===== src/include/qfg_regs.svh =====
`ifndef QFG_REGS_SVH
`define QFG_REGS_SVH

// ==========================================
// register indices (byte address = 4 * index)
`define QFG_IDX_MONITOR 6'h05
`define QFG_IDX_GPIO 6'h06
`define QFG_IDX_REFCLK 6'h07
`define QFG_IDX_SUMMARY 6'h09
`define QFG_IDX_TMR_EN 6'h0a
`define QFG_IDX_TMR_FLAG 6'h0b
`define QFG_IDX_LOSS_CFG 6'h0c
`define QFG_IDX_CNT_SEL 6'h0e
`define QFG_IDX_CNT_DATA 6'h0f

// ==========================================
// field positions
`define QFG_GPIO_DIR_LSB 0
`define QFG_GPIO_LEVEL_LSB 2
`define QFG_REF1_LSB 0
`define QFG_REF2_LSB 3
`define QFG_CNT_ADDR_LSB 0
`define QFG_CNT_LINK_LSB 5

// ==========================================
// reset values
`define QFG_RST_MONITOR 4'h0
`define QFG_RST_GPIO_DIR 2'h3
`define QFG_RST_GPIO_LEVEL 2'h0
`define QFG_RST_REF_SEL 2'h0
`define QFG_RST_CNT_ADDR 4'h0
`define QFG_RST_CNT_LINK 2'h0

// ==========================================
// timing
`define QFG_CLK_PERIOD_NS 20
`define QFG_TIMER_PERIOD_S 1
`define QFG_TIMER_CYCLES \
  ((`QFG_TIMER_PERIOD_S * 1000000000) / `QFG_CLK_PERIOD_NS)
`define QFG_CNT_ADDR_LAST 4'hb

`endif


===== src/include/qfg_pkg.sv =====
package qfg_pkg;

  // ==========================================
  // per-link performance counters
  typedef struct packed {
    logic [15:0] crc_error_count;
    logic [15:0] framing_error_count;
    logic [7:0] frame_alignment_change_count;
    logic [7:0] out_of_frame_count;
    logic [15:0] pattern_detector_error_count;
    logic [15:0] line_code_violation_count;
    logic [15:0] dds_error_count;
  } qfg_link_counts_t;

  // ==========================================
  // whole block state
  typedef struct packed {
    logic ack;
    logic [7:0] rdata;
    logic [3:0] monitor_path_select;
    logic [1:0] gpio_dir;
    logic [1:0] gpio_level;
    logic [1:0] first_refclk_link_select;
    logic [1:0] second_refclk_link_select;
    logic refclk_high_on_signal_loss;
    logic timer_interrupt_enable;
    logic timer_expired_flag;
    logic [1:0] counter_link_select;
    logic [3:0] counter_addr;
    logic [31:0] timer_cnt;
    logic monitor_data;
    logic monitor_active;
    logic first_refclk_output;
    logic second_refclk_output;
    logic int_n;
  } qfg_state_t;

endpackage


===== src/hdl/qfg_top.sv =====
`timescale 1ns/10ps
`default_nettype none
`include "qfg_regs.svh"

module qfg_top #(
  parameter int unsigned P_TIMER_CYCLES = `QFG_TIMER_CYCLES
) (
  // clock and reset
  input wire logic I_CLOCK,
  input wire logic I_RSTN,
  // avalon-mm slave
  input wire logic [7:0] I_AVS_ADDRESS,
  input wire logic I_AVS_READ,
  input wire logic I_AVS_WRITE,
  input wire logic [31:0] I_AVS_WRITEDATA,
  input wire logic [3:0] I_AVS_BYTEENABLE,
  output logic [31:0] O_AVS_READDATA,
  output logic O_AVS_WAITREQUEST,
  // link status
  input wire logic [3:0] I_LINK_INT,
  input wire logic [3:0] I_LOSS_OF_SIGNAL,
  input wire logic [3:0] I_RECOVERED_CLK,
  input wire logic I_MASTER_CLK,
  input wire qfg_pkg::qfg_link_counts_t [3:0] I_LINK_COUNTS,
  // line monitor
  input wire logic [3:0] I_LINK_RX_DATA,
  input wire logic [3:0] I_LINK_TX_DATA,
  output logic O_MONITOR_DATA,
  output logic O_MONITOR_ACTIVE,
  // general-purpose pins
  input wire logic [1:0] I_GPIO,
  output logic [1:0] O_GPIO,
  output logic [1:0] O_GPIO_OE,
  // reference clocks and interrupt
  output logic O_FIRST_REFCLK_OUTPUT,
  output logic O_SECOND_REFCLK_OUTPUT,
  output logic O_INT_N
);
  import qfg_pkg::*;

  // ==========================================
  // state and bus decode
  qfg_state_t s_reg;
  qfg_state_t s_next;
  logic [5:0] idx;
  logic req;
  logic wr_en;
  logic rd_start;
  logic [7:0] wbyte;
  logic [7:0] rd_byte;
  logic [7:0] cnt_byte;
  logic [1:0] gpio_view;
  logic [1:0] mon_link;
  logic mon_on;
  logic tmr_expire;
  qfg_link_counts_t cnt_sel;

  assign idx = I_AVS_ADDRESS[7:2];
  assign req = I_AVS_READ | I_AVS_WRITE;
  // one wait state: answer lands on the second edge
  assign O_AVS_WAITREQUEST = req & ~s_reg.ack;
  assign wr_en = I_AVS_WRITE & s_reg.ack & I_AVS_BYTEENABLE[0];
  assign rd_start = I_AVS_READ & ~s_reg.ack;
  assign wbyte = I_AVS_WRITEDATA[7:0];
  // reserved upper bits of every word read zero
  assign O_AVS_READDATA = {24'h000000, s_reg.rdata};

  // ==========================================
  // indirect counter byte
  // link pick for counters
  assign cnt_sel = I_LINK_COUNTS[s_reg.counter_link_select];

  always_comb begin
    unique case (s_reg.counter_addr)
      4'h0: cnt_byte = cnt_sel.crc_error_count[7:0];
      4'h1: cnt_byte = cnt_sel.crc_error_count[15:8];
      4'h2: cnt_byte = cnt_sel.framing_error_count[7:0];
      4'h3: cnt_byte = cnt_sel.framing_error_count[15:8];
      4'h4: cnt_byte = cnt_sel.frame_alignment_change_count;
      4'h5: cnt_byte = cnt_sel.out_of_frame_count;
      4'h6: cnt_byte = cnt_sel.pattern_detector_error_count[7:0];
      4'h7: cnt_byte = cnt_sel.pattern_detector_error_count[15:8];
      4'h8: cnt_byte = cnt_sel.line_code_violation_count[7:0];
      4'h9: cnt_byte = cnt_sel.line_code_violation_count[15:8];
      4'ha: cnt_byte = cnt_sel.dds_error_count[7:0];
      4'hb: cnt_byte = cnt_sel.dds_error_count[15:8];
      // addresses past the last counter read zero
      default: cnt_byte = 8'h00;
    endcase
  end

  // ==========================================
  // gpio read view
  genvar g;
  generate
    for (g = 0; g < 2; g++) begin : gen_gpio
      assign gpio_view[g] = s_reg.gpio_dir[g] ? I_GPIO[g] :
                            s_reg.gpio_level[g];
      assign O_GPIO_OE[g] = ~s_reg.gpio_dir[g];
    end
  endgenerate
  assign O_GPIO = s_reg.gpio_level;

  // ==========================================
  // read mux
  always_comb begin
    rd_byte = 8'h00;
    unique case (idx)
      `QFG_IDX_MONITOR: rd_byte[3:0] = s_reg.monitor_path_select;
      `QFG_IDX_GPIO: begin
        rd_byte[`QFG_GPIO_DIR_LSB +: 2] = s_reg.gpio_dir;
        rd_byte[`QFG_GPIO_LEVEL_LSB +: 2] = gpio_view;
      end
      `QFG_IDX_REFCLK: begin
        rd_byte[`QFG_REF1_LSB +: 2] = s_reg.first_refclk_link_select;
        rd_byte[`QFG_REF2_LSB +: 2] = s_reg.second_refclk_link_select;
      end
      `QFG_IDX_SUMMARY: rd_byte[3:0] = I_LINK_INT;
      `QFG_IDX_TMR_EN: rd_byte[0] = s_reg.timer_interrupt_enable;
      `QFG_IDX_TMR_FLAG: rd_byte[0] = s_reg.timer_expired_flag;
      `QFG_IDX_LOSS_CFG: rd_byte[0] = s_reg.refclk_high_on_signal_loss;
      `QFG_IDX_CNT_SEL: begin
        rd_byte[`QFG_CNT_ADDR_LSB +: 4] = s_reg.counter_addr;
        rd_byte[`QFG_CNT_LINK_LSB +: 2] = s_reg.counter_link_select;
      end
      `QFG_IDX_CNT_DATA: rd_byte = cnt_byte;
      // unmapped index answers with zero
      default: rd_byte = 8'h00;
    endcase
  end

  // ==========================================
  // monitor decode
  // codes 0, 8 and reserved stay off
  assign mon_link = s_reg.monitor_path_select[1:0];
  assign mon_on = (mon_link != 2'h0) & ~s_reg.monitor_path_select[2];

  assign tmr_expire =
    (s_reg.timer_cnt == 32'(P_TIMER_CYCLES - 1));

  // ==========================================
  // next state
  always_comb begin
    s_next = s_reg;
    s_next.ack = req & ~s_reg.ack;
    if (rd_start) begin
      s_next.rdata = rd_byte;
    end
    if (wr_en) begin
      unique case (idx)
        `QFG_IDX_MONITOR: begin
          s_next.monitor_path_select = wbyte[3:0];
        end
        `QFG_IDX_GPIO: begin
          s_next.gpio_dir = wbyte[`QFG_GPIO_DIR_LSB +: 2];
          for (int i = 0; i < 2; i++) begin
            if (!s_reg.gpio_dir[i]) begin
              s_next.gpio_level[i] = wbyte[`QFG_GPIO_LEVEL_LSB + i];
            end
          end
        end
        `QFG_IDX_REFCLK: begin
          s_next.first_refclk_link_select = wbyte[`QFG_REF1_LSB +: 2];
          s_next.second_refclk_link_select = wbyte[`QFG_REF2_LSB +: 2];
        end
        `QFG_IDX_TMR_EN: s_next.timer_interrupt_enable = wbyte[0];
        `QFG_IDX_LOSS_CFG: begin
          s_next.refclk_high_on_signal_loss = wbyte[0];
        end
        `QFG_IDX_TMR_FLAG: begin
          if (wbyte[0]) begin
            s_next.timer_expired_flag = 1'b0;
          end
        end
        `QFG_IDX_CNT_SEL: begin
          s_next.counter_addr = wbyte[`QFG_CNT_ADDR_LSB +: 4];
          s_next.counter_link_select = wbyte[`QFG_CNT_LINK_LSB +: 2];
        end
        // read-only and unmapped: write dropped
        default: s_next.rdata = s_reg.rdata;
      endcase
    end
    s_next.timer_cnt = tmr_expire ? 32'h00000000 :
                       s_reg.timer_cnt + 32'h00000001;
    // set beats a same-cycle clear
    if (tmr_expire) begin
      s_next.timer_expired_flag = 1'b1;
    end
    // monitored path; link 0 receive while off
    s_next.monitor_active = mon_on;
    if (!mon_on) begin
      s_next.monitor_data = I_LINK_RX_DATA[0];
    end else if (s_reg.monitor_path_select[3]) begin
      s_next.monitor_data = I_LINK_TX_DATA[mon_link];
    end else begin
      s_next.monitor_data = I_LINK_RX_DATA[mon_link];
    end
    if (I_LOSS_OF_SIGNAL[s_reg.first_refclk_link_select]) begin
      s_next.first_refclk_output = s_reg.refclk_high_on_signal_loss |
                                   I_MASTER_CLK;
    end else begin
      s_next.first_refclk_output =
        I_RECOVERED_CLK[s_reg.first_refclk_link_select];
    end
    if (I_LOSS_OF_SIGNAL[s_reg.second_refclk_link_select]) begin
      s_next.second_refclk_output = s_reg.refclk_high_on_signal_loss |
                                    I_MASTER_CLK;
    end else begin
      s_next.second_refclk_output =
        I_RECOVERED_CLK[s_reg.second_refclk_link_select];
    end
    s_next.int_n = ~((s_reg.timer_interrupt_enable &
                      s_reg.timer_expired_flag) | (|I_LINK_INT));
  end

  // ==========================================
  // state register
  always_ff @(posedge I_CLOCK or negedge I_RSTN) begin
    if (!I_RSTN) begin
      s_reg <= '0;
      s_reg.monitor_path_select <= `QFG_RST_MONITOR;
      s_reg.gpio_dir <= `QFG_RST_GPIO_DIR;
      s_reg.gpio_level <= `QFG_RST_GPIO_LEVEL;
      s_reg.first_refclk_link_select <= `QFG_RST_REF_SEL;
      s_reg.second_refclk_link_select <= `QFG_RST_REF_SEL;
      s_reg.counter_addr <= `QFG_RST_CNT_ADDR;
      s_reg.counter_link_select <= `QFG_RST_CNT_LINK;
      s_reg.int_n <= 1'b1;
    end else begin
      s_reg <= s_next;
    end
  end

  // ==========================================
  // outputs
  // clock outputs are sampled, so they carry only clocks well
  // below half of the system clock
  assign O_MONITOR_DATA = s_reg.monitor_data;
  assign O_MONITOR_ACTIVE = s_reg.monitor_active;
  assign O_FIRST_REFCLK_OUTPUT = s_reg.first_refclk_output;
  assign O_SECOND_REFCLK_OUTPUT = s_reg.second_refclk_output;
  assign O_INT_N = s_reg.int_n;

endmodule

`default_nettype wire


===== config.mk =====
export PLATFORM = sky130hd
export DESIGN_NAME = qfg_top
export DESIGN_NICKNAME = d
export VERILOG_FILES = /design/src/include/qfg_pkg.sv /design/src/hdl/qfg_top.sv
export VERILOG_INCLUDE_DIRS = /design/src /design/src/include
export SDC_FILE = /design/constraint.sdc
export NUM_CORES = 1
export LEC_CHECK = 0
export BUFFER_PORTS_ARGS = -buffer_cell sky130_fd_sc_hd__buf_2
export CAP_MARGIN = 10
export CORE_AREA = 3 3 190 192
export CTS_CLUSTER_DIAMETER = 80
export DETAILED_ROUTE_END_ITERATION = 7
export DIE_AREA = 0 0 193 195
export SKIP_CTS_REPAIR_TIMING = 1
export SYNTH_ARGS = -nofsm -noshare
export SYNTH_HDL_FRONTEND = slang
export SYNTH_SLANG_ARGS = --single-unit

===== constraint.sdc =====
create_clock -name I_CLOCK -period 2.3 [get_ports I_CLOCK]
set_input_delay 0.115 -clock I_CLOCK [delete_from_list [all_inputs] [get_ports I_CLOCK]]
set_output_delay 0.115 -clock I_CLOCK [all_outputs]
set_load 0.01 [all_outputs]

; Yosys cells after proc, flatten, opt, wreduce, memory -nomap -nowiden
; Index checks and enable logic that the tools add are counted.
[op_classes]
magnitude_cmp = 4
eq_ne = 22
div = 0
bitwise_logic = 14
shifts = 0
add_sub_neg = 1
muxes = 43
n_mul = 0
reduce_logical = 16
[op_table]
columns = cell, count
row1 = $bmux W96 S2, 1
row2 = $mux W96, 1
row3 = $pmux W8 S12, 1
row4 = $eq A6 B4 Y1 const B, 6
row5 = $add A32 B1 Y32 const B, 1
row6 = $eq A32 B26 Y1 const B, 1
row7 = $mux W32, 1
row8 = $mux W29, 1
row9 = $mux W1, 20
row10 = $eq A6 B3 Y1 const B, 3
row11 = $eq A4 B3 Y1 const B, 4
row12 = $eq A4 B4 Y1 const B, 4
row13 = $mux W8, 2
row14 = $bmux W1 S2, 6
row15 = $lt A2 B3 Y1 const B, 4
row16 = $mux W4, 3
row17 = $pmux W1 S6, 2
row18 = $reduce_and A2 Y1, 6
row19 = $pmux W1 S9, 1
row20 = $reduce_and A3 Y1, 3
row21 = $eq A4 B2 Y1 const B, 2
row22 = $reduce_bool A2 Y1, 4
row23 = $reduce_or A7 Y1, 1
row24 = $and A1 B1 Y1, 6
row25 = 10 further kinds, 16
[totals]
romBits = 0
latchBits = 0
ff_bits = 67
mem_bits_rw = 0
in_bits = 455
output_inout_bits = 42
n_memories = 0

; Longest topological paths before layout
; Gate-level depths: netlist of the first run.
[logic_depth]
word_depth = 8
depth_mapped = 9
mapped_depth_nobuf = 6

; Least setup slack after synthesis of the first run
; Ideal clock, no wire load.
[synth_path]
kind = register to register
from = register s_reg[42] (netlist name)
to = register s_reg (netlist bit O_AVS_READDATA[3])
stages_incl_launch_ff = 8
slack_ns = 0.126
arrival_time_ns = 2.048
n_path_buf = 2
synth_period_minus_slack_ns = 2.174
t_required_ns = 2.174
path_cell_list = dfrtp_1 buf_4 clkbuf_1 mux4_2 a22oi_1 o32ai_1 or3_1 a221o_1
[synth_between]
elab_chain_cells = 7
[synth_rtl]
columns = item, line_no
row1 = "start, declared", qfg_top.sv:43  ; qfg_state_t s_reg;
row2 = "start signal, assigned", qfg_top.sv:230  ; s_reg <= s_next;
row3 = $bmux W96 S2 *, qfg_top.sv:71  ; assign cnt_sel = I_LINK_COUNTS[s_reg.counter_link_select];
row4 = $mux W96 (not written as such) *, qfg_top.sv:71
row5 = $pmux W8 S12 *, qfg_top.sv:74  ; unique case (s_reg.counter_addr)
row6 = $pmux W1 S6 *, qfg_top.sv:108  ; unique case (idx)
row7 = $mux W8 *, qfg_top.sv:146  ; if (rd_start) begin
row8 = $mux W8, qfg_top.sv:150  ; unique case (idx)
row9 = $mux W29 *, qfg_top.sv:149  ; if (wr_en) begin
; Every way passes the cells marked *; elsewhere a longest branch is shown, timed or not. The select of a mux whose other input is x is not followed.
; A chain may end at the register's enable or synchronous reset.

; Worst setup path after layout of the first run
[layout_path]
from = register s_reg[41] (netlist name)
to = register s_reg (netlist bit O_AVS_READDATA[3])
; Same word-level chain as after synthesis.

==> results of run 1 <==
layer usage:
| layer | part of all wire [%] | track usage [%] |
|---|---|---|
| met5 | 0.27 | 0 |
| met4 | 3.9 | 8.22 |
| met3 | 8.5 | 5.82 |
| met2 | 47 | 33.1 |
| met1 | 40 | 26.8 |
power by group through the flow:
stage	clock network (uW)	registers, uW	logic [uW]
after global placement	0	1280	1320
after CTS	1510	1260	1330
after global routing	1560	1260	1510
after floorplan	0	1260	642
after detailed placement	0	1280	1320
final	1460	1260	1420
through the flow:
stage	instance area (um2)	instances
finish	10500	1573
CTS	10100	1545
global route	10400	1569
detailed placement	9780	1529
global placement	9780	1529
floorplan	6880	643
cells in the mapped netlist (all sizes together), types with 8 or more instances:
| library cell | number |
|---|---|
| a21oi | 18 |
| a22o | 16 |
| a22oi | 18 |
| buf | 56 |
| clkbuf | 18 |
| dfrtp | 64 |
| mux2 | 22 |
| mux2i | 26 |
| mux4 | 92 |
| nand2 | 38 |
| nand3 | 31 |
| nand4 | 12 |
| nor2 | 59 |
| nor2b | 20 |
| nor3 | 11 |
| o21ai | 8 |
| xnor2 | 18 |
| xor2 | 12 |
layout make-up:
cell class                 count  area, um2
sequential                    67       1690
inverter                       5       18.8
tap                          455        569
clock buffer                  11        253
clock inverter                 5       60.1
timing repair buffer         522       3050
antenna                       11       27.5
multi-input combinational    497       4790
fill                        3719      24100
cell families after synthesis:
family | Yosys count | synth area share [%]
simple gates | 209 | 15.4
mux | 140 | 38.4
compound gates | 93 | 10.1
buf+inv | 79 | 7.37
flops | 67 | 24.7
xor+xnor | 30 | 3.87
fa+ha+maj | 1 | 0.184
other cells | 1 | 0.0552
critical path, delay by kind of cell, from the launching register on:
family	cells	cell delay, ps
flip-flops	1	420
AO/OA/AOI/OAI	3	650
AND/OR/NAND/NOR	1	340
buffers and inverters	2	320
multiplexers	1	500
worst min path at each step:
stage / to / startpoint / slack (ps)
floorplan: O_AVS_READDATA[0] / I_RSTN / -180
global placement: O_MONITOR_DATA / I_RSTN / 270
detailed placement: O_MONITOR_DATA / I_RSTN / 280
CTS: s_reg[66] / I_RSTN / -80
global route: s_reg[47] / I_AVS_WRITEDATA[4] / 10
finish: s_reg[47] / I_AVS_WRITEDATA[4] / 7
==> flow_summary.yaml, run 1 <==
status:
  status: "complete, but fails checks"
  violations: "setup timing"
run:
  drv_cap: 0
logic_synthesis:
  synth_area_leader_cell: "mux4_2"
  async_reset_ff_share_pct: 100
  ys_ff_latch: 67
  synth_edf_count: 0
  yosys-top-cells-area: "mux4_2 28%, dfrtp_1 24%, buf_4 4.8%"
  ys_seq_area_share_pct: 24.7
  yosysTopAreaCellShare_pct: 28.2
  netlist-cell-type-count: 57
  ys.flop_type: "dfrtp_1"
  syn_area_per_cell_um2: 11.0
  yosysWarnings: 0
  synth_area_um2: 6790
  synthCells: 620
grt:
  grt_pass1_wl_um: 55900
  track_usage_pct: 20.9
  grt_max_degree: 35
  antenna_found_initial: 37
  first_global_vias: 7949
  overflow: 0
clock_tree:
  clk_latency_ps: 340
  clock_path_buffers: 2
  cts_made_buffers: 9
  cts_tree: "done"
  cts_max_level: 3
  clk_pin_slew_worst_paths_ps: 70
  cts.root.buffer_cell: "clkbuf_16"
  clock-sinks: 67
floorplanning:
  pin_count: 497
  dieArea_um2: 37600
  core_um2: 34500
  fp-row-count: 68
  die_h_um: 195
  start_util_pct: 19.7
  die_w_um: 193
critical_path:
  cp-startpoint: "s_reg[41]"
  worst_setup_path_start_kind: "flop"
  arrival_ps: 2600
  max_stage_delay_ps: 500
  path_cells: "buf_12, buf_16, mux4_2, a22oi_1, o32ai_1, or3_1, a221o_1"
  regToRegSetupSlack_ps: -80
  path_class: "flop to flop"
  critPathCapture: "O_AVS_READDATA[3]"
  r2r-end: "O_AVS_READDATA[3]"
  end_kind: "flop"
  path_max_fanout: 12
  required_ps: 2520
  r2r_cells: 7
  crit_path_top_delay_cell: "mux4_2"
  worstReg2RegStart: "s_reg[41]"
pwr:
  combPwrFrac_pct: 34.3
  clkPwrFrac_pct: 35.4
  power.density_nw_per_um2: 396
  peakVddDrop_v: 0.000297
  p_leak_uw: 0.00473
  power_uw: 4140
  internal-power_uw: 2880
  p_seq_share_pct: 30.3
  power_switching_uw: 1260
  p_sw_share_pct: 30.4
timing:
  tightest_slew_ps: 874
  maxSlewViolCount: 0
  fin_crit_sh_pct: 103
  fin_skew_ps: 11.0
  grt_setup_unrepaired: "yes"
  holdWs_ps: 6.59
  fin_tns_setup_ps: -239
  max_freq_ghz: 0.420
  final.min_clock_period_ps: 2380
  finalWorstSetupSlack_ps: -78.5
  slew_headroom_pct: 41.8
  setup_viol: 4
  hold_viol_final: 0
placed_design:
  preCtsSetupSlack_ps: -180
  dp_hpwl_um: 35900
  numPortBuffers: 441
  routabilityCongestion: 1.03
final_layout:
  finalNetCount: 1558
  final_common_cell: "buf_2"
  syn2layout_area_growth_pct: 53.8
  largest_reg_flops: 50
  drive_above_1_share_pct: 60.3
  post-route-util_pct: 30.3
  final_cell_mix: "441 x buf_2, 87 x mux4_2, 62 x dfrtp_1"
routing:
  wl_per_cell_um: 26.2
  viasPerCell: 4.88
  wirelength_um: 41200
  first_iter_violations: 703
  first_pass_iters: 5
  ant_nets: 0
  drc: 0
  dr_total_vias: 7675
worst_hold_path:
  hold_path.class: "input port to flop"
  hold_path_depth: 2
Note: power is estimated with default switching activity, not from simulation.
==> run 2: changes to the inputs <==
==> constraint.sdc (replaced) <==
create_clock -name I_CLOCK -period 1.9 [get_ports I_CLOCK]
set_input_delay 0.095 -clock I_CLOCK [delete_from_list [all_inputs] [get_ports I_CLOCK]]
set_output_delay 0.095 -clock I_CLOCK [all_outputs]
set_load 0.01 [all_outputs]
==> flow_summary.yaml, run 2 (synthesized netlist as in run 1, its figures left out) <==
critical_path:
  r2r_cells: 8
  cp-startpoint: "s_reg[41]"
  path_class: "flop to flop"
  path_cells: "buf_12, buf_6, buf_6, mux4_2, mux2_4, a32o_2, a2111oi_4, o31ai_2"
  required_ps: 2110
  regToRegSetupSlack_ps: -480
  max_stage_delay_ps: 520
  end_kind: "flop"
  crit_family: "multiplexers"
  path_max_fanout: 5
  worstReg2RegStart: "s_reg[41]"
  worst_setup_path_start_kind: "flop"
  r2r-end: "O_AVS_READDATA[7]"
  crit_buf_inv: 3
  crit_path_top_delay_cell: "dfrtp_4"
  crit_top_cell: "buf_6"
  cp.depth: 8
  arrival_ps: 2600
clock_tree:
  cts_tree: "done"
  clock-sinks: 67
  cts.root.buffer_cell: "clkbuf_16"
  cts_made_buffers: 9
  clk_latency_ps: 350
  clk_pin_slew_worst_paths_ps: 80
  cts_max_level: 3
  clock_path_buffers: 2
routing:
  dr_total_vias: 7778
  first_iter_violations: 570
  wirelength_um: 42800
  wl_per_cell_um: 26.6
  first_pass_iters: 5
  drc: 0
  ant_nets: 0
  viasPerCell: 4.84
floorplanning:
  die_w_um: 193
  dieArea_um2: 37600
  start_util_pct: 19.7
  die_h_um: 195
  pin_count: 497
  core_um2: 34500
  fp-row-count: 68
final_layout:
  finalNetCount: 1598
  drive_above_1_share_pct: 62.2
  fillers: 3718
  syn2layout_area_growth_pct: 57.7
  stdcell_area_um2: 10700
  largest_reg_flops: 50
  instances_no_fill: 1607
  final_cell_mix: "441 x buf_2, 101 x buf_4, 89 x mux4_2"
  final_common_cell: "buf_2"
  post-route-util_pct: 31.0
timing:
  fin_crit_sh_pct: 125
  max_freq_ghz: 0.419
  slew_headroom_pct: 64.1
  hold_viol_final: 1
  holdWs_ps: -3.59
  maxSlewViolCount: 0
  fin_skew_ps: 16.0
  setup_viol: 8
  final.min_clock_period_ps: 2380
  tightest_slew_ps: 534
  finalWorstSetupSlack_ps: -484
  grt_setup_unrepaired: "yes"
pwr:
  power_switching_uw: 1690
  p_sw_share_pct: 33.5
  clkPwrFrac_pct: 34.7
  peakVddDrop_v: 0.000321
  p_leak_uw: 0.00492
  combPwrFrac_pct: 35.2
  internal-power_uw: 3350
  power_uw: 5040
  power.density_nw_per_um2: 470
  p_seq_share_pct: 30.1
placed_design:
  numPortBuffers: 441
  placed_cell_area_um2: 10100
  placedCellCount: 1567
  routabilityCongestion: 1.09
  dp_hpwl_um: 37600
worst_hold_path:
  hold_path_depth: 2
  worst_hold_path.endpoint: "s_reg[42]"
  min_from: "I_AVS_WRITEDATA[6]"
  hold_path.class: "input port to flop"
grt:
  first_global_vias: 8096
  overflow: 0
  grt_pass1_wl_um: 58100
  antenna_found_initial: 20
  grt_max_degree: 32
  track_usage_pct: 21.8
run:
  drv_cap: 0
status:
  violations: "hold timing, setup timing"
  status: "complete, but fails checks"
## run 2: cell count changes in the layout (fill, tap and decap cells not counted), moves of 2 or more
| cell | delta |
|---|---|
| a22oi_2 | +2 |
| buf_6 | -3 |
| o31ai_2 | +2 |
| buf_4 | +43 |
| mux4_2 | +2 |
| inv_8 | +3 |
| clkbuf_8 | -2 |
| mux4_1 | -2 |
| o31ai_1 | -2 |
| clkbuf_16 | -2 |
| a22oi_1 | -2 |
| inv_6 | +2 |
| diode_2 | -6 |
| buf_12 | +2 |
## run 2: how the worst max path moves through the flow
stage,endpoint,slack (ps)
floorplan,O_AVS_READDATA[0],-170
global placement,O_AVS_READDATA[2],-470
detailed placement,O_AVS_READDATA[0],-500
CTS,O_AVS_READDATA[0],-540
global route,O_AVS_READDATA[1],-550
finish,O_AVS_READDATA[7],-480
## run 2: power by group through the flow
stage                     combinational, uW  sequential (uW)  clock [uW]
final                                  1770             1510        1750
after global routing                   1890             1520        1850
after CTS                              1700             1520        1780
after detailed placement               1690             1550           0
after global placement                 1700             1540           0
after floorplan                         802             1520           0
## run 2: layout make-up
class                      count  area, um2  share of cell area (%)
antenna                        5       12.5                   0.117
clock buffer                   9        225                    2.10
clock inverter                 7       76.3                   0.712
inverter                       5       18.8                   0.175
multi-input combinational    497       4810                    44.9
sequential                    67       1690                    15.8
tap                          455        569                    5.31
timing repair buffer         562       3320                    31.0
## run 2: per-stage QoR
stage          setup TNS (ps)  hold WS (ps)  setup WS (ps)
6_report                -3010         -3.59           -484
5_1_grt                 -3760          3.14           -553
4_1_cts                 -3630          -333           -539
3_5_place_dp            -3360          32.6           -502
3_3_place_gp            -3070          33.4           -468
2_1_floorplan            -956          -201           -172
## run 2: per-layer routing
| layer | vias up | GRT usage, % | routed length (um) |
|---|---|---|---|
| li1 | 3442 | - | - |
| met1 | 3876 | 27.8 | 17000 |
| met2 | 383 | 36.7 | 21300 |
| met3 | 67 | 5.35 | 3340 |
| met4 | 10 | 6.05 | 1130 |
| met5 | - | 0 | 69 |
